`src/hdl/sac_pkg.sv`:
```
// package of constants and types for the serial attenuator control block
package sac_pkg;
  localparam int FRAME_BITS = 16;
  localparam int BYTE_BITS = 8;
  localparam logic [7:0] ADDR_CHAN_ONE = 8'h00;
  localparam logic [7:0] ADDR_CHAN_TWO = 8'h01;
  localparam logic [7:0] CODE_FINE_LAST = 8'h5F;
  localparam logic [7:0] CODE_COARSE_FIRST = 8'h60;
  localparam logic [7:0] CODE_COARSE_LAST = 8'h7E;
  localparam logic [7:0] CODE_MUTE_FIRST = 8'h7F;
  localparam logic [7:0] RESET_LEVEL = 8'h7F;
  localparam logic RESET_MUTE = 1'b1;
  localparam int TAP_BITS = 7;
  localparam logic [6:0] RESET_TAP = 7'h00;
  localparam int SETUP_NS = 150;
  localparam int CLK_PERIOD_NS = 20;
  localparam int SETUP_CYCLES = (SETUP_NS + CLK_PERIOD_NS - 1) / CLK_PERIOD_NS;
  typedef enum logic [2:0] {
    SAC_IDLE = 3'b001,
    SAC_SHIFT = 3'b010,
    SAC_LATCH = 3'b100
  } sac_state_t;
endpackage

```
`src/hdl/sac_sync.sv`:
```
// two flip-flop synchroniser for the link clock and data pins
`timescale 1ns/10ps
module sac_sync (
  // clock and reset
  input wire logic mclk_i,
  input wire logic reset_i,
  // asynchronous level in, synchronised level out
  input wire logic async_i,
  output logic sync_o
);
  logic meta_ff;
  logic sync_ff;
  logic nxt_meta;
  logic nxt_sync;

  always_comb begin
    nxt_meta = async_i;
    nxt_sync = meta_ff;
  end

  always_ff @(posedge mclk_i or posedge reset_i) begin
    if (reset_i) begin
      meta_ff <= 1'b0;
      sync_ff <= 1'b0;
    end else begin
      meta_ff <= nxt_meta;
      sync_ff <= nxt_sync;
    end
  end

  assign sync_o = sync_ff;
endmodule

```
`src/hdl/sac_decode.sv`:
```
// channel setting register: decodes a latched code into tap and mute
`timescale 1ns/10ps
module sac_decode
  import sac_pkg::*;
(
  // clock and reset
  input wire logic mclk_i,
  input wire logic reset_i,
  // load strobe and code
  input wire logic load_i,
  input wire logic [7:0] code_i,
  // setting
  output logic [7:0] level_o,
  output logic [6:0] tap_o,
  output logic mute_o,
  output logic coarse_o
);
  logic [7:0] level_ff;
  logic [6:0] tap_ff;
  logic mute_ff;
  logic coarse_ff;
  logic [7:0] nxt_level;
  logic [6:0] nxt_tap;
  logic nxt_mute;
  logic nxt_coarse;

  always_comb begin
    nxt_level = level_ff;
    nxt_tap = tap_ff;
    nxt_mute = mute_ff;
    nxt_coarse = coarse_ff;
    if (load_i) begin
      nxt_level = code_i;
      if (code_i >= CODE_MUTE_FIRST) begin
        // mute regardless of previous tap; see RULE_07, see RULE_09
        nxt_mute = 1'b1;
        nxt_coarse = 1'b0;
        nxt_tap = RESET_TAP;
      end else if (code_i >= CODE_COARSE_FIRST) begin
        // 1 dB steps 48..78 dB; see RULE_06
        nxt_mute = 1'b0;
        nxt_coarse = 1'b1;
        nxt_tap = code_i[6:0];
      end else begin
        // 0.5 dB steps 0..47.5 dB; see RULE_05
        nxt_mute = 1'b0;
        nxt_coarse = 1'b0;
        nxt_tap = code_i[6:0];
      end
    end
  end

  always_ff @(posedge mclk_i or posedge reset_i) begin
    if (reset_i) begin
      // power-up mute; see RULE_08
      level_ff <= RESET_LEVEL;
      tap_ff <= RESET_TAP;
      mute_ff <= RESET_MUTE;
      coarse_ff <= 1'b0;
    end else begin
      level_ff <= nxt_level;
      tap_ff <= nxt_tap;
      mute_ff <= nxt_mute;
      coarse_ff <= nxt_coarse;
    end
  end

  assign level_o = level_ff;
  assign tap_o = tap_ff;
  assign mute_o = mute_ff;
  assign coarse_o = coarse_ff;

  AST_MUTE_CODE: assert property (@(posedge mclk_i) disable iff (reset_i) // see RULE_07
    load_i && code_i >= CODE_MUTE_FIRST |=> mute_ff && tap_ff == RESET_TAP)
    else $error("mute code did not mute channel");
  AST_FINE_CODE: assert property (@(posedge mclk_i) disable iff (reset_i) // see RULE_05
    load_i && code_i <= CODE_FINE_LAST |=> !mute_ff && !coarse_ff && level_ff == $past(code_i))
    else $error("fine code not decoded");
  AST_COARSE_CODE: assert property (@(posedge mclk_i) disable iff (reset_i) // see RULE_06
    load_i && code_i >= CODE_COARSE_FIRST && code_i <= CODE_COARSE_LAST |=> !mute_ff && coarse_ff)
    else $error("coarse code not decoded");
endmodule

```
`src/hdl/sac_top.sv`:
```
// serial attenuator control: shift register, latch and two channel settings
// Summary of operation
// RULE_01: host drops enable 150 ns before first clock
// RULE_02: frame is address byte then level byte
// RULE_03: host sends MSB first, address first
// RULE_04: only addresses 00 and 01 change channels
// RULE_05: codes 00..5F give 0.5 dB steps
// RULE_06: codes 60..7E give 1 dB steps
// RULE_07: codes 7F and above mute the channel
// RULE_08: both channels muted after power-up
// RULE_09: mute code mutes from any setting
// RULE_10: old contents shift out while new shift in
// RULE_11: enable rising edge latches then decodes frame
// RULE_12: unaddressed channel keeps its setting
// RULE_13: chain of n needs 16n bits
// RULE_14: chain loads like single device via chain output
// RULE_15: each chained device decodes its own frame
// RULE_16: data captured on link clock rising edge
// RULE_17: clock edges ignored while enable high
// RULE_18: chain output is last stage, 16 clock delay
// RULE_19: unknown address leaves both channels unchanged
`timescale 1ns/10ps
module sac_top
  import sac_pkg::*;
(
  // clock and reset
  input wire logic mclk_i,
  input wire logic reset_i,
  // serial link pins
  input wire logic link_clk_i,
  input wire logic load_shift_n_i,
  input wire logic data_i,
  output logic data_o,
  // channel one setting
  output logic [7:0] ch1_level_o,
  output logic [6:0] ch1_tap_o,
  output logic ch1_mute_o,
  output logic ch1_coarse_o,
  // channel two setting
  output logic [7:0] ch2_level_o,
  output logic [6:0] ch2_tap_o,
  output logic ch2_mute_o,
  output logic ch2_coarse_o
);
  import sac_pkg::*;

  ////////////////////////////////////////////////////////////////////////
  // pin synchronisers
  logic sclk_s;
  logic din_s;

  sac_sync u_sync_clk (
    .mclk_i(mclk_i),
    .reset_i(reset_i),
    .async_i(link_clk_i),
    .sync_o(sclk_s)
  );
  sac_sync u_sync_din (
    .mclk_i(mclk_i),
    .reset_i(reset_i),
    .async_i(data_i),
    .sync_o(din_s)
  );

  // enable pin synchroniser: resets to the pin's idle high level so that
  // leaving reset never looks like the end of a frame
  logic en_meta_ff;
  logic en_pin_ff;
  logic nxt_en_meta;
  logic nxt_en_pin;

  always_comb begin
    nxt_en_meta = load_shift_n_i;
    nxt_en_pin = en_meta_ff;
  end

  always_ff @(posedge mclk_i or posedge reset_i) begin
    if (reset_i) begin
      en_meta_ff <= 1'b1;
      en_pin_ff <= 1'b1;
    end else begin
      en_meta_ff <= nxt_en_meta;
      en_pin_ff <= nxt_en_pin;
    end
  end

  // shifting is allowed while the synchronised enable pin is low
  logic shift_en;
  assign shift_en = ~en_pin_ff;

  ////////////////////////////////////////////////////////////////////////
  // edge detection, shift register, chain output and frame latch
  logic sclk_prev_ff;
  logic shift_en_prev_ff;
  logic [15:0] shreg_ff;
  logic dout_ff;
  logic [7:0] addr_ff;
  logic [7:0] code_ff;
  sac_state_t state_ff;
  logic nxt_sclk_prev;
  logic nxt_shift_en_prev;
  logic [15:0] nxt_shreg;
  logic nxt_dout;
  logic [7:0] nxt_addr;
  logic [7:0] nxt_code;
  sac_state_t nxt_state;
  logic sclk_rise;
  logic latch_edge;

  assign sclk_rise = sclk_s & ~sclk_prev_ff;
  // rising edge of the active-low enable pin
  assign latch_edge = shift_en_prev_ff & ~shift_en;

  always_comb begin
    nxt_sclk_prev = sclk_s;
    nxt_shift_en_prev = shift_en;
    nxt_shreg = shreg_ff;
    nxt_dout = dout_ff;
    nxt_addr = addr_ff;
    nxt_code = code_ff;
    nxt_state = state_ff;
    case (state_ff)
      SAC_IDLE: begin
        if (shift_en) begin
          nxt_state = SAC_SHIFT;
        end
      end
      SAC_SHIFT: begin
        if (latch_edge) begin
          // see RULE_11, see RULE_02: capture frame, decode next cycle
          nxt_addr = shreg_ff[15:8];
          nxt_code = shreg_ff[7:0];
          nxt_state = SAC_LATCH;
        end else if (shift_en && sclk_rise) begin
          // see RULE_16, see RULE_17, see RULE_03: msb-first entry at bit 0
          nxt_shreg = {shreg_ff[14:0], din_s};
          // see RULE_10, see RULE_18, see RULE_14: last stage goes out
          nxt_dout = shreg_ff[15];
        end
      end
      SAC_LATCH: begin
        nxt_state = shift_en ? SAC_SHIFT : SAC_IDLE;
      end
      default: begin
        nxt_state = SAC_IDLE;
      end
    endcase
  end

  always_ff @(posedge mclk_i or posedge reset_i) begin
    if (reset_i) begin
      sclk_prev_ff <= 1'b0;
      shift_en_prev_ff <= 1'b0;
      shreg_ff <= 16'h0000;
      dout_ff <= 1'b0;
      addr_ff <= 8'hFF;
      code_ff <= RESET_LEVEL;
      state_ff <= SAC_IDLE;
    end else begin
      sclk_prev_ff <= nxt_sclk_prev;
      shift_en_prev_ff <= nxt_shift_en_prev;
      shreg_ff <= nxt_shreg;
      dout_ff <= nxt_dout;
      addr_ff <= nxt_addr;
      code_ff <= nxt_code;
      state_ff <= nxt_state;
    end
  end

  assign data_o = dout_ff;

  ////////////////////////////////////////////////////////////////////////
  // channel address decode and per-channel settings
  function automatic logic addr_hit(input logic [7:0] a, input logic [7:0] ch);
    addr_hit = (a == ch);
  endfunction

  logic decode_now;
  logic [1:0] load_ch;
  logic [7:0] lvl [2];
  logic [6:0] tap [2];
  logic mute [2];
  logic coarse [2];
  localparam logic [7:0] CH_ADDR [2] = '{ADDR_CHAN_ONE, ADDR_CHAN_TWO};

  assign decode_now = (state_ff == SAC_LATCH);

  genvar gi;
  generate
    for (gi = 0; gi < 2; gi++) begin : g_chan
      // see RULE_04, see RULE_12, see RULE_15, see RULE_19
      assign load_ch[gi] = decode_now & addr_hit(addr_ff, CH_ADDR[gi]);
      sac_decode u_dec (
        .mclk_i(mclk_i),
        .reset_i(reset_i),
        .load_i(load_ch[gi]),
        .code_i(code_ff),
        .level_o(lvl[gi]),
        .tap_o(tap[gi]),
        .mute_o(mute[gi]),
        .coarse_o(coarse[gi])
      );
    end
  endgenerate

  assign ch1_level_o = lvl[0];
  assign ch1_tap_o = tap[0];
  assign ch1_mute_o = mute[0];
  assign ch1_coarse_o = coarse[0];
  assign ch2_level_o = lvl[1];
  assign ch2_tap_o = tap[1];
  assign ch2_mute_o = mute[1];
  assign ch2_coarse_o = coarse[1];

  ////////////////////////////////////////////////////////////////////////
  // reference delay line for the chain output: an independent record of the
  // last 17 captured bits, so a wrong tap or an extra stage shows up
  logic [16:0] chain_ref_ff;
  logic [16:0] nxt_chain_ref;
  logic capture;

  assign capture = (state_ff == SAC_SHIFT) & shift_en & sclk_rise;

  always_comb begin
    nxt_chain_ref = chain_ref_ff;
    if (capture) begin
      nxt_chain_ref = {chain_ref_ff[15:0], din_s};
    end
  end

  always_ff @(posedge mclk_i or posedge reset_i) begin
    if (reset_i) begin
      chain_ref_ff <= 17'h00000;
    end else begin
      chain_ref_ff <= nxt_chain_ref;
    end
  end

  ////////////////////////////////////////////////////////////////////////
  // checks
  // frame control, shifting, chain output stage and address decode
  AST_SHIFT_ONLY_LOW: assert property (@(posedge mclk_i) disable iff (reset_i) // see RULE_17
    !shift_en |=> $stable(shreg_ff))
    else $error("shift register moved while enable high");
  AST_SHIFT_IN: assert property (@(posedge mclk_i) disable iff (reset_i) // see RULE_16
    state_ff == SAC_SHIFT && shift_en && sclk_rise && !latch_edge |=> shreg_ff[0] == $past(din_s))
    else $error("serial bit not captured");
  AST_CHAIN_OUT: assert property (@(posedge mclk_i) disable iff (reset_i) // see RULE_18
    state_ff == SAC_SHIFT && shift_en && sclk_rise && !latch_edge |=> dout_ff == $past(shreg_ff[15]))
    else $error("chain output not last stage");
  AST_LATCH_FRAME: assert property (@(posedge mclk_i) disable iff (reset_i) // see RULE_11
    state_ff == SAC_SHIFT && latch_edge |=> addr_ff == $past(shreg_ff[15:8]) && code_ff == $past(shreg_ff[7:0])
    ##1 state_ff != SAC_LATCH)
    else $error("frame not latched on enable rise");
  AST_KEEP_OTHER: assert property (@(posedge mclk_i) disable iff (reset_i) // see RULE_12
    decode_now && addr_ff != ADDR_CHAN_TWO |=> $stable(ch2_level_o) && $stable(ch2_mute_o))
    else $error("unaddressed channel changed");
  AST_BAD_ADDR: assert property (@(posedge mclk_i) disable iff (reset_i) // see RULE_19
    decode_now && addr_ff != ADDR_CHAN_ONE && addr_ff != ADDR_CHAN_TWO |=> $stable(ch1_level_o) && $stable(ch2_level_o))
    else $error("unknown address changed a channel");
  AST_CH1_LOAD: assert property (@(posedge mclk_i) disable iff (reset_i) // see RULE_04
    decode_now && addr_ff == ADDR_CHAN_ONE |=> ch1_level_o == $past(code_ff))
    else $error("channel one not loaded");
  AST_STATE_ONEHOT: assert property (@(posedge mclk_i) disable iff (reset_i) // see RULE_11
    $onehot(state_ff))
    else $error("frame state not one-hot");
  AST_LATCH_SINGLE: assert property (@(posedge mclk_i) disable iff (reset_i) // see RULE_11
    state_ff == SAC_LATCH |=> state_ff != SAC_LATCH)
    else $error("latch state lasted more than one cycle");
  AST_DECODE_AFTER_EDGE: assert property (@(posedge mclk_i) disable iff (reset_i) // see RULE_11
    decode_now |-> $past(latch_edge))
    else $error("decode without an enable rise");
  // chain output
  AST_CHAIN_HOLD: assert property (@(posedge mclk_i) disable iff (reset_i) // see RULE_10
    !(shift_en && sclk_rise) |=> $stable(dout_ff))
    else $error("chain output moved without a capture");
  AST_CHAIN_DELAY: assert property (@(posedge mclk_i) disable iff (reset_i) // see RULE_18
    capture |=> dout_ff == chain_ref_ff[16] && shreg_ff == chain_ref_ff[15:0])
    else $error("chain output not delayed by a full frame");
  // channel settings
  AST_ONE_CHANNEL: assert property (@(posedge mclk_i) disable iff (reset_i) // see RULE_15
    $onehot0(load_ch))
    else $error("more than one channel loaded");
  AST_CH2_LOAD: assert property (@(posedge mclk_i) disable iff (reset_i) // see RULE_04
    decode_now && addr_ff == ADDR_CHAN_TWO |=> ch2_level_o == $past(code_ff))
    else $error("channel two not loaded");
  AST_KEEP_CH1: assert property (@(posedge mclk_i) disable iff (reset_i) // see RULE_12
    decode_now && addr_ff != ADDR_CHAN_ONE |=> $stable(ch1_level_o) && $stable(ch1_mute_o))
    else $error("unaddressed channel one changed");
  AST_HOLD_SETTING: assert property (@(posedge mclk_i) disable iff (reset_i) // see RULE_12
    !decode_now |=> $stable(ch1_level_o) && $stable(ch2_level_o) && $stable(ch1_mute_o) && $stable(ch2_mute_o))
    else $error("channel setting changed without a frame");
  AST_CH1_MUTE: assert property (@(posedge mclk_i) disable iff (reset_i) // see RULE_09
    decode_now && addr_ff == ADDR_CHAN_ONE && code_ff >= CODE_MUTE_FIRST |=> ch1_mute_o && ch1_tap_o == RESET_TAP)
    else $error("channel one not muted");
  AST_CH2_MUTE: assert property (@(posedge mclk_i) disable iff (reset_i) // see RULE_09
    decode_now && addr_ff == ADDR_CHAN_TWO && code_ff >= CODE_MUTE_FIRST |=> ch2_mute_o && ch2_tap_o == RESET_TAP)
    else $error("channel two not muted");
  AST_CH1_TAP: assert property (@(posedge mclk_i) disable iff (reset_i) // see RULE_05
    decode_now && addr_ff == ADDR_CHAN_ONE && code_ff < CODE_MUTE_FIRST |=> !ch1_mute_o && {1'b0, ch1_tap_o} == $past(code_ff))
    else $error("channel one tap wrong");
  AST_CH2_TAP: assert property (@(posedge mclk_i) disable iff (reset_i) // see RULE_05
    decode_now && addr_ff == ADDR_CHAN_TWO && code_ff < CODE_MUTE_FIRST |=> !ch2_mute_o && {1'b0, ch2_tap_o} == $past(code_ff))
    else $error("channel two tap wrong");
  AST_CH1_COARSE: assert property (@(posedge mclk_i) disable iff (reset_i) // see RULE_06
    decode_now && addr_ff == ADDR_CHAN_ONE && code_ff >= CODE_COARSE_FIRST && code_ff <= CODE_COARSE_LAST
    |=> ch1_coarse_o && !ch1_mute_o)
    else $error("channel one coarse region wrong");
  AST_CH2_COARSE: assert property (@(posedge mclk_i) disable iff (reset_i) // see RULE_06
    decode_now && addr_ff == ADDR_CHAN_TWO && code_ff >= CODE_COARSE_FIRST && code_ff <= CODE_COARSE_LAST
    |=> ch2_coarse_o && !ch2_mute_o)
    else $error("channel two coarse region wrong");
endmodule

```
`config.mk`:
```
export PLATFORM = sky130hd
export DESIGN_NAME = sac_top
export DESIGN_NICKNAME = d
export VERILOG_FILES = /design/src/hdl/sac_pkg.sv /design/src/hdl/sac_sync.sv /design/src/hdl/sac_decode.sv /design/src/hdl/sac_top.sv
export SDC_FILE = /design/constraint.sdc
export NUM_CORES = 1
export LEC_CHECK = 0
export ABC_AREA = 1
export BUFFER_PORTS_ARGS = -buffer_cell sky130_fd_sc_hd__clkbuf_2
export CORE_UTILIZATION = 50
export CTS_CLUSTER_DIAMETER = 150
export DETAILED_ROUTE_END_ITERATION = 7
export PLACE_DENSITY = 0.7
export SLEW_MARGIN = 0
export SYNTH_ARGS = -nofsm -noshare
export SYNTH_HDL_FRONTEND = slang
export SYNTH_SLANG_ARGS = --single-unit
```
`constraint.sdc`:
```
create_clock -name mclk_i -period 3.74 [get_ports mclk_i]
set_clock_uncertainty 0.05 [all_clocks]
set_input_delay 0.187 -clock mclk_i [delete_from_list [all_inputs] [get_ports mclk_i]]
set_output_delay 0.187 -clock mclk_i [all_outputs]
set_load 0.02 [all_outputs]
```
==> impl_results.md, run 1 <==
* CTS tree: yes
* Largest net degree at the start of global routing at ~40
* Cell family with most CP delay: simple AND/OR/NAND/NOR gates
* Sw frac at 25.0%
* Syn Area/Cell at around 10 sq um
* Design area at 3620 sq um
* Seq pwr share at around 52%
* DP Area at 3350 sq um
* Cts bufs inserted at 9
* Grt total ovfl at 0
* Total Routing Usage GR at between 10% and 20%
* Reg2Reg Depth at 4
* Initial DRC Count at 95
* WL per Instance at roughly 12 um
* Mapped Cells at 311
* # port buffers at 39
* Final nets at 360
* Critical Path RT at 3.89 ns
* Sequential area share after synthesis at a little under two thirds
* Net Count, Synth at ~320
* Smallest hold slack at around 0.3 ns
* Internal power at 0.00135 W
* Synthesis-stage register bit count at 78
* RSZ-0062 raised after global routing: false
* Fillers at ~500
* Post-synth cell types at 21
* Worst Path Max Fanout at 34
* Ports at 40
* Core Area at around 6000 sq um
* Crit path launch type: flip-flop
* Clk pwr share at 39.5%
* Die Span X at 81.2 um
* Clock-pin slew on the worst setup and hold paths at around 0.08 ns
* Die footprint at around 6600 sq um
* Synth Warn # at 0
* Levels on crit path at 4
* Commonest non-fill, non-tap cell in the layout: nand2_1
* Slowest-stage cell, CP: nand3_2
* Final HPWL DP at approximately 3500 um
* Setup bufs post-CTS at 0
* Critical Path AT at between 2 and 2.5 ns
* Post-route ant nets at 0
* Crit path capture type: flip-flop
* Pleak at roughly 1.6 nW
* Slowest stage delay, CP at slightly below 0.7 ns
* Routed wire length at about 5300 um
* Vias in the first global route at a little under 2000
* Average vias per placed instance at between 4 and 5
* Layout cells sized above 1 at around a third
* Final hold vios at 0
* CP Class: reg2reg
* DRT Pass-1 Iters at 5
* Number of max-cap violations at 0
* Antenna Cells at 0
* Gate power share at under 10%
* Rel. slew slack at between 40% and 50%
* Crit path time final at around 1.9 ns
* DRC errors left at 0
* Area Overhead vs Synth at 15.4%
* Starting Density at about 52%
* Slew Viols, Final at 0
* Via Count at about 2100
* Maximum VDD drop at between 200 and 300 uV
* Initial antenna violation count at 0
* Sum Neg Setup Slack at 0 ns
* DIE HEIGHT at roughly 81 um
* Status: finished clean
* Global-route wire length before repair at 8960 um
* Final setup fails at 0
* CP cell instances: nor3_2 > nand3_2 > nand2_1 > o21ai_2
* Worst hold path depth at 0
* Pwr per Cell Area at 496 nW/um^2
* Worst skew pair latency at approximately 0.34 ns
* Root buffer cell: clkbuf_8
* Clock Sinks at 78
* Gp weighted congestion at 0.836
* Switching pwr at around 0.00045 W
* Part of the cycle the worst path needs at 52.1%
* Clock Path Buffers at 2
* Worst Max-Slew Pin Slew at ~0.83 ns
* Most frequent cells in the layout: nand2_1 (83), dfrtp_1 (44), clkbuf_2 (39)
* Mapped cell area at roughly 3100 sq um
* Htree depth at 3
* Hold WC Path Type: reg2reg
* WP buf/inv at 0
* Cell row count at 28
* Fmax at approximately 500 MHz
## registers in the layout (all words and copies together) (netlist names)
register / flops
addr_ff: 8
code_ff: 8
data_o: 1
en_meta_ff: 1
en_pin_ff: 1
g_chan.u_dec.coarse_o: 2
g_chan.u_dec.level_o: 16
g_chan.u_dec.mute_o: 2
g_chan.u_dec.tap_o: 14
sclk_prev_ff: 1
shift_en_prev_ff: 1
shreg_ff: 16
state_ff: 3
u_sync_clk.meta_ff: 1
u_sync_clk.sync_o: 1
u_sync_din.meta_ff: 1
u_sync_din.sync_o: 1
## layer usage
layer,track usage (%),share of wire [%]
met5,0,0
met4,10.2,1.0
met1,24.6,50
met3,3.82,3.1
met2,28.2,46
## final cells by class
cell class,count,area (sq um),share of cell area [%]
clock buffers,10,138,3.80
repair buffers,45,250,6.92
inverters,37,139,3.84
flip-flops and latches,78,1990,55.1
clock inverters,6,92.6,2.56
well taps,75,93.8,2.59
multi-input cells,184,911,25.2
## path summary, 6_finish.rpt
kind                                          from                         end  slack [ns]
worst max register to register         state_ff[2]                 shreg_ff[2]        1.79
worst min-delay path            u_sync_din.meta_ff           u_sync_din.sync_o        0.31
max in group asynchronous                  reset_i  g_chan[0].u_dec.level_o[5]        2.31
worst max-delay path                   state_ff[2]                 shreg_ff[2]        1.79
worst min register to register  u_sync_din.meta_ff           u_sync_din.sync_o        0.31
min in group asynchronous                  reset_i    g_chan[1].u_dec.tap_o[6]        0.47
## cell usage after synthesis
cell type	instances	area share, %
nor2_2	1	0.20
o21ai_2	17	4.7
nand2_2	10	2.0
a21boi_0	2	0.48
inv_1	36	4.3
nand2_1	83	9.9
clkinv_1	1	0.12
o21ai_1	36	5.7
nor3_2	1	0.32
o21ai_0	10	1.6
nand3b_1	1	0.24
buf_2	7	1.1
buf_6	5	1.8
nand3_2	1	0.32
nand4_1	1	0.20
dfstp_2	34	28
nor2_1	10	1.2
nor2_4	1	0.36
dfrtp_1	44	35
nand3_1	9	1.4
o2bb2ai_1	1	0.28
## what timing repair did
action / in CTS / in global routing
hold endpoints to repair: 26 / 0
resized for setup: 0 / 0
hold buffers: 4 / 0
## logic make-up (layout without fill, tap and decap cells)
group                  count (synthesis)  count (layout)  synth area share (%)
buffers and inverters                 49              98                  7.34
flip-flops                            78              78                  63.6
AO/OA/AOI/OAI                         66              66                  12.8
AND/OR/NAND/NOR                      118             118                  16.2
## metrics by stage
stage	setup slack (ns)	cells	util (%)	power, W
global route	1.56	435	60.4	0.00188
CTS	1.78	435	60.4	0.00182
floorplan	1.56	311	-	0.00107
detailed placement	1.80	415	55.9	0.00110
finish	1.79	435	60.4	0.00180
global placement	1.85	415	55.9	0.00109
## power by group through the flow
stage / sequential [W] / clock (W) / combinational [W]
detailed placement: 0.000946 / 0 / 0.000155
global placement: 0.000944 / 0 / 0.000149
floorplan: 0.000943 / 0 / 0.000125
global route: 0.000939 / 0.000766 / 0.000180
finish: 0.000931 / 0.000710 / 0.000155
CTS: 0.000932 / 0.000732 / 0.000158
No activity file was read; power rests on OpenSTA's default activity.
==> inputs of run 2 (changes only) <==
- ABC_AREA: 1 -> 0
- clock period: 3.74 -> 1.9 ns (I/O delays scaled with it)
==> run 2 against run 1 <==
- clock power increased by 80%
- hold slack got worse by 0.0043 ns
- flip-flop and latch count unchanged
==> impl_results.md, run 2 <==
* Util after Layout at slightly above 60%
* Part of the cycle the worst path needs at approximately nine tenths
* Global-route wire length before repair at approximately 8600 um
* Worst skew pair latency at around 0.34 ns
* Critical Path RT at around 2.1 ns
* Seq pwr share at 54.4%
* Met2 WL at 2300 um
* Simple-gate share of the synthesized area at ~7.3%
* Final setup fails at 0
* Post-synthesis compound-gate area fraction at under 10%
* Maximum VDD drop at a little under 500 uV
* Pwr per Cell Area at roughly 890 nW/um^2
* Layout cells sized above 1 at roughly 60%
* Starting Density at 52.9%
* Hold WC Path Type: reg2reg
* Synthesis-stage register bit count at 78
* M1 WL at 2480 um
* Core Area at between 6000 and 7000 sq um
* Clock Path Buffers at 2
* Met3 routed WL at approximately 170 um
* Sum Neg Setup Slack at 0 ns
* Most frequent cells after synthesis: mux2_2 (45), dfrtp_1 (44), dfstp_2 (34)
* Cts bufs inserted at 9
* Cell row count at 28
* CTS tree: yes
* Grt total ovfl at 0
* Gp weighted congestion at 0.668
* Final nets at around 260
* Internal power at about 0.0025 W
* # port buffers at 39
* Initial DRC Count at 74
* DRC errors left at 0
* Rel. slew slack at about 60%
* Die footprint at 6700 sq um
* Final HPWL DP at 3390 um
* Crit path time final at approximately 1.7 ns
* Status: finished clean
* Fillers at 451
* Clock Sinks at 78
* Switching pwr at around 0.00080 W
* Area leader, netlist: dfrtp_1
* Net Count, Synth at roughly 200
* Mapped Cells at 199
* Largest family of logic cells by synthesized area: multiplexers
* Synth Area in XOR/XNOR at 0%
* WL per Instance at about 15 um
* Largest net degree at the start of global routing at 29
* Post-route ant nets at 0
* Commonest non-fill, non-tap cell in the layout: mux2_2
* Post-Synth Adder-Cell Area at 0%
* Multiplexer share of the synthesized area at between 20% and 30%
* Hold path endpoint: u_sync_clk.sync_o
* Initial antenna violation count at 0
* Top_reg_cell synth: dfrtp_1
* Register-to-register setup slack at 0.15 ns
* Antenna Cells at 0
* DIE HEIGHT at 81.8 um
* Clk pwr share at between 30% and 40%
* Vias in the first global route at ~1800
* Pleak at between 1.5 and 2 nW
* Die Span X at 81.8 um
* Sequential area share after synthesis at 62.6%
* Worst Max-Slew Pin Slew at around 0.60 ns
* RR Startpoint: state_ff[1]
* Ports at 40
* Crit path launch type: flip-flop
* Top routing layer used: met4
* Worst reg2reg endpoint: g_chan[0].u_dec.tap_o[2]
* Syn Area/Cell at 16.0 sq um
* Hold wc startpoint: u_sync_clk.meta_ff
* Htree depth at 3
* Crit path capture type: flip-flop
* Gate power share at under 10%
* Routed wire length at around 5100 um
* Root buffer cell: clkbuf_8
* Fmax at between 500 and 600 MHz
* Final hold vios at 0
* CP Class: reg2reg
* Async SR Flop Fraction at 100%
* Worst Path Max Fanout at 17
* Critical Path AT at slightly below 2 ns
* Synth Warn # at 0
* Slew Viols, Final at 0
* Most frequent cells in the layout: mux2_2 (45), dfrtp_1 (44), clkbuf_2 (39)
* Sw frac at a little under a quarter
* Top-area cell type share of the netlist area at between 30 and 40%
* Worst hold path depth at 0
* Average vias per placed instance at 5.25
* Total Routing Usage GR at 17.6%
* Via Count at about 1700
* Mapped cell area at around 3200 sq um
* Post-synth cell types at 32
* Setup bufs post-CTS at 0
* RSZ-0062 raised after global routing: false
* Clock-pin slew on the worst setup and hold paths at 0.08 ns
* Number of synthesized flops with an enable pin at 0
* Area Overhead vs Synth at 17.6%
* FF+latch area at ~2000 sq um
* Number of max-cap violations at 0
* Largest cells by area after synthesis: dfrtp_1 (35%), dfstp_2 (28%), mux2_2 (16%), mux2_4 (5.7%), mux2i_1 (2.5%)
* DRT Pass-1 Iters at 4
* Smallest hold slack at 0.302 ns
* Reg2Reg Depth at 4
* Footprint of the multi-input gates at roughly 1100 sq um
* Most common cell in the synthesized netlist: mux2_2
==> run 2: cell count changes after synthesis, sizes merged, moves of 4 or more <==
cell,delta
nand2,-92
nor2,-9
buf,-7
inv,-25
nand3,-9
mux2i,+8
a21oi,+4
nand2b,+4
nor2b,+4
mux2,+59
o21ai,-58
==> run 2: cells by family after synthesis <==
family / count (synthesis)
flip-flops: 78
multiplexers: 67
AND/OR/NAND/NOR: 25
buffers and inverters: 17
AO/OA/AOI/OAI: 12
==> run 2: timing repair <==
action | in CTS | in global routing
hold buffers | 4 | 0
endpoints found under the hold margin | 12 | 0
resized for setup | 0 | 0
==> run 2: area by class of cell <==
type	instances	area share, %
clock buffer	11	4.04
inverter	11	1.20
sequential	78	53.2
multi-input combinational	104	29.0
clock inverter	5	1.54
timing repair buffer	49	8.48
tap	75	2.50
==> run 2: worst max path at each step <==
stage | from | cells after the start | slack, ns | to
floorplan | state_ff[1] | 5 | 0.25 | g_chan[0].u_dec.level_o[0]
CTS | state_ff[1] | 4 | 0.13 | g_chan[1].u_dec.tap_o[6]
global placement | state_ff[1] | 4 | 0.18 | g_chan[0].u_dec.tap_o[3]
global route | state_ff[1] | 4 | 0.06 | g_chan[0].u_dec.tap_o[2]
detailed placement | state_ff[1] | 4 | 0.14 | g_chan[0].u_dec.tap_o[0]
finish | state_ff[1] | 4 | 0.15 | g_chan[0].u_dec.tap_o[2]
==> run 2: routing by layer <==
layer  vias up  track usage (%)
li1        809                -
met3         9             4.44
met5         -                0
met4         0             9.47
met1       897             23.6
met2        34             26.1
==> run 2: power groups by stage <==
stage / registers, W / logic, W / clock network, W
floorplan: 0.00183 / 0.000174 / 0
global placement: 0.00183 / 0.000224 / 0
detailed placement: 0.00184 / 0.000228 / 0
CTS: 0.00181 / 0.000235 / 0.00131
global route: 0.00182 / 0.000259 / 0.00137
finish: 0.00181 / 0.000231 / 0.00128
==> run 2: stage by stage <==
step / total power (W) / cell area, sq um / setup slack, ns / instances
floorplan: 0.00200 / 3190 / 0.250 / 199
global placement: 0.00206 / 3500 / 0.184 / 313
detailed placement: 0.00207 / 3500 / 0.145 / 313
CTS: 0.00335 / 3750 / 0.127 / 333
global route: 0.00344 / 3750 / 0.0588 / 333
finish: 0.00332 / 3750 / 0.153 / 333
==> run 2: critical path, cell delays in order (launching register included) <==
cell,delay [ns]
dfrtp_1,0.42
nor4b_4,0.34
and4b_1,0.30
buf_12,0.18
mux2_2,0.34
==> inputs of run 3 (changes only) <==
- CORE_MARGIN: not set -> 4
==> run 3 against run 2 <==
- utilization is 0.40 points lower
- sequential share of layout area about the same
- register-to-register slack about the same
- critical path depth did not move
- combinational power shrank 4%
- global-route usage is 2.7 points lower
- clock-buffer cell count unchanged
- final cell count rose by 0.30%
- routed wire length is essentially flat
- power increased by 1.9%
- die area up 15%
- cell area about the same
- critical endpoint is now g_chan[0].u_dec.level_o[0]
- largest power group unchanged
- highest routed layer unchanged
==> impl_results.md, run 3 (synthesized netlist as in run 2, its figures left out) <==
* DRC errors left at 0
* WP buf/inv at 1
* # port buffers at 39
* CTS tree: yes
* Seq pwr share at between 50% and 60%
* Clock Sinks at 78
* Slowest stage delay, CP at about 0.43 ns
* FF+latch area at between 1500 and 2000 sq um
* Antenna Cells at 0
* Sw frac at a little under a quarter
* Htree depth at 3
* Gp weighted congestion at 0.700
* Part of the cycle the worst path needs at between 90 and 100%
* Post-route ant nets at 0
* Layout cells sized above 1 at between 60% and 70%
* Global-route wire length before repair at 8830 um
* WL per Instance at between 15 and 20 um
* Via Count at between 1500 and 2000
* Die footprint at a little under 8000 sq um
* Worst Max-Slew Pin Slew at between 0.3 and 0.4 ns
* Final HPWL DP at approximately 3400 um
* Clock-pin slew on the worst setup and hold paths at 0.08 ns
* Slowest-stage cell, CP: dfrtp_1
* Cell row count at 28
* Final nets at between 200 and 300
* RSZ-0062 raised after global routing: false
* Internal power at around 0.0026 W
* Hold WC Path Type: reg2reg
* Critical Path AT at about 2.0 ns
* Area Overhead vs Synth at 17.5%
* Commonest non-fill, non-tap cell in the layout: mux2_2
* Grt total ovfl at 0
* Worst Path Max Fanout at 10
* Sum Neg Setup Slack at 0 ns
* Maximum VDD drop at 721 uV
* DRT Pass-1 Iters at 4
* Routed wire length at 5050 um
* Worst skew pair latency at approximately 0.34 ns
* Crit path launch type: flip-flop
* Pwr Total at around 0.0034 W
* Crit path time final at 1.75 ns
* Cell family with most CP delay: simple AND/OR/NAND/NOR gates
* Initial DRC Count at just over 60
* Core Area at 6060 sq um
* Clock Path Buffers at 2
* Critical Path RT at 2.12 ns
* Final setup fails at 0
* Vias in the first global route at ~1900
* CP cell instances: nor4b_4 > and4b_1 > buf_4 > mux2_4
* Die Span X at a little under 90 um
* Starting Density at between 50% and 60%
* Average vias per placed instance at about 5.1
* Gate power share at approximately 6.6%
* Pleak at 1.83 nW
* Cts repair resizes at 0
* Crit path capture type: flip-flop
* Fillers at 480
* DIE HEIGHT at around 88 um
* Ports at 40
* Fmax at around 570 MHz
* Switching pwr at ~0.00076 W
* Number of max-cap violations at 0
* Largest net degree at the start of global routing at 79
* Total Routing Usage GR at between 10% and 20%
* Footprint of the multi-input gates at approximately 1100 sq um
* Rel. slew slack at 74.0%
* CP Class: reg2reg
* Initial antenna violation count at 0
* Final hold vios at 0
* Pwr per Cell Area at roughly 900 nW/um^2
* Status: finished clean
* Cts bufs inserted at 9
* Slew Viols, Final at 0
* Root buffer cell: clkbuf_8
* Most frequent cells in the layout: mux2_2 (45), dfrtp_1 (44), clkbuf_2 (39)
* Clk pwr share at 39.9%
[run 3: cell types whose count changed in the layout (fill, tap and decap cells not counted), sizes merged]
cell    delta
bufinv     +1
clkinv     -1
buf        +1
[run 3: power groups by stage]
stage	sequential, W	combinational (W)	clock, W
floorplan	0.00183	0.000174	0
global placement	0.00184	0.000215	0
detailed placement	0.00184	0.000220	0
CTS	0.00181	0.000227	0.00140
global route	0.00182	0.000248	0.00147
finish	0.00181	0.000222	0.00135
[run 3: metrics by stage]
stage	instances	utilization, %	cell area, sq um	hold WS, ns	worst slack, ns
6_report	334	61.8	3750	0.301	0.154
5_1_grt	334	61.8	3750	0.306	0.0839
4_1_cts	334	61.8	3750	0.305	0.148
3_5_place_dp	314	57.5	3480	0.137	0.155
3_3_place_gp	314	57.5	3480	0.133	0.194
2_1_floorplan	199	-	3190	0.0495	0.250
[run 3: final cells by class]
type	instances	area share, %
clock buffers	11	3.77
inverters	11	1.20
repair buffers	50	8.02
well taps	75	2.51
flip-flops and latches	78	53.2
multi-input cells	104	29.1
clock inverters	5	2.20
[run 3: metal layers]
metal,GRT usage [%],wire [um]
met1,18.8,2330
met2,23.4,2370
met3,5.64,275
met4,5.72,80
met5,0,0
[run 3: repair_timing]
action,CTS,global route
setup endpoints to repair,0,0
setup buffers,0,0
hold endpoints to repair,47,0
hold buffers,4,0
[run 3: worst paths after layout]
| check | start | end | slack [ns] | cells after the start |
|---|---|---|---|---|
| hold / removal | u_sync_clk.meta_ff | u_sync_clk.sync_o | 0.30 | 0 |
| hold reg to reg | u_sync_clk.meta_ff | u_sync_clk.sync_o | 0.30 | 0 |
| min in group asynchronous | reset_i | u_sync_din.sync_o | 0.36 | 4 |
| max in group asynchronous | reset_i | code_ff[6] | 1.11 | 4 |
| setup reg to reg | state_ff[1] | g_chan[0].u_dec.level_o[0] | 0.15 | 4 |
| setup / recovery | state_ff[1] | g_chan[0].u_dec.level_o[0] | 0.15 | 4 |
[run 3: worst register-to-register path, delay by kind of cell (launching register included)]
kind	cells	cell delay (ns)
AND/OR/NAND/NOR	2	0.62
flip-flops	1	0.43
multiplexers	1	0.33
buffers and inverters	1	0.24
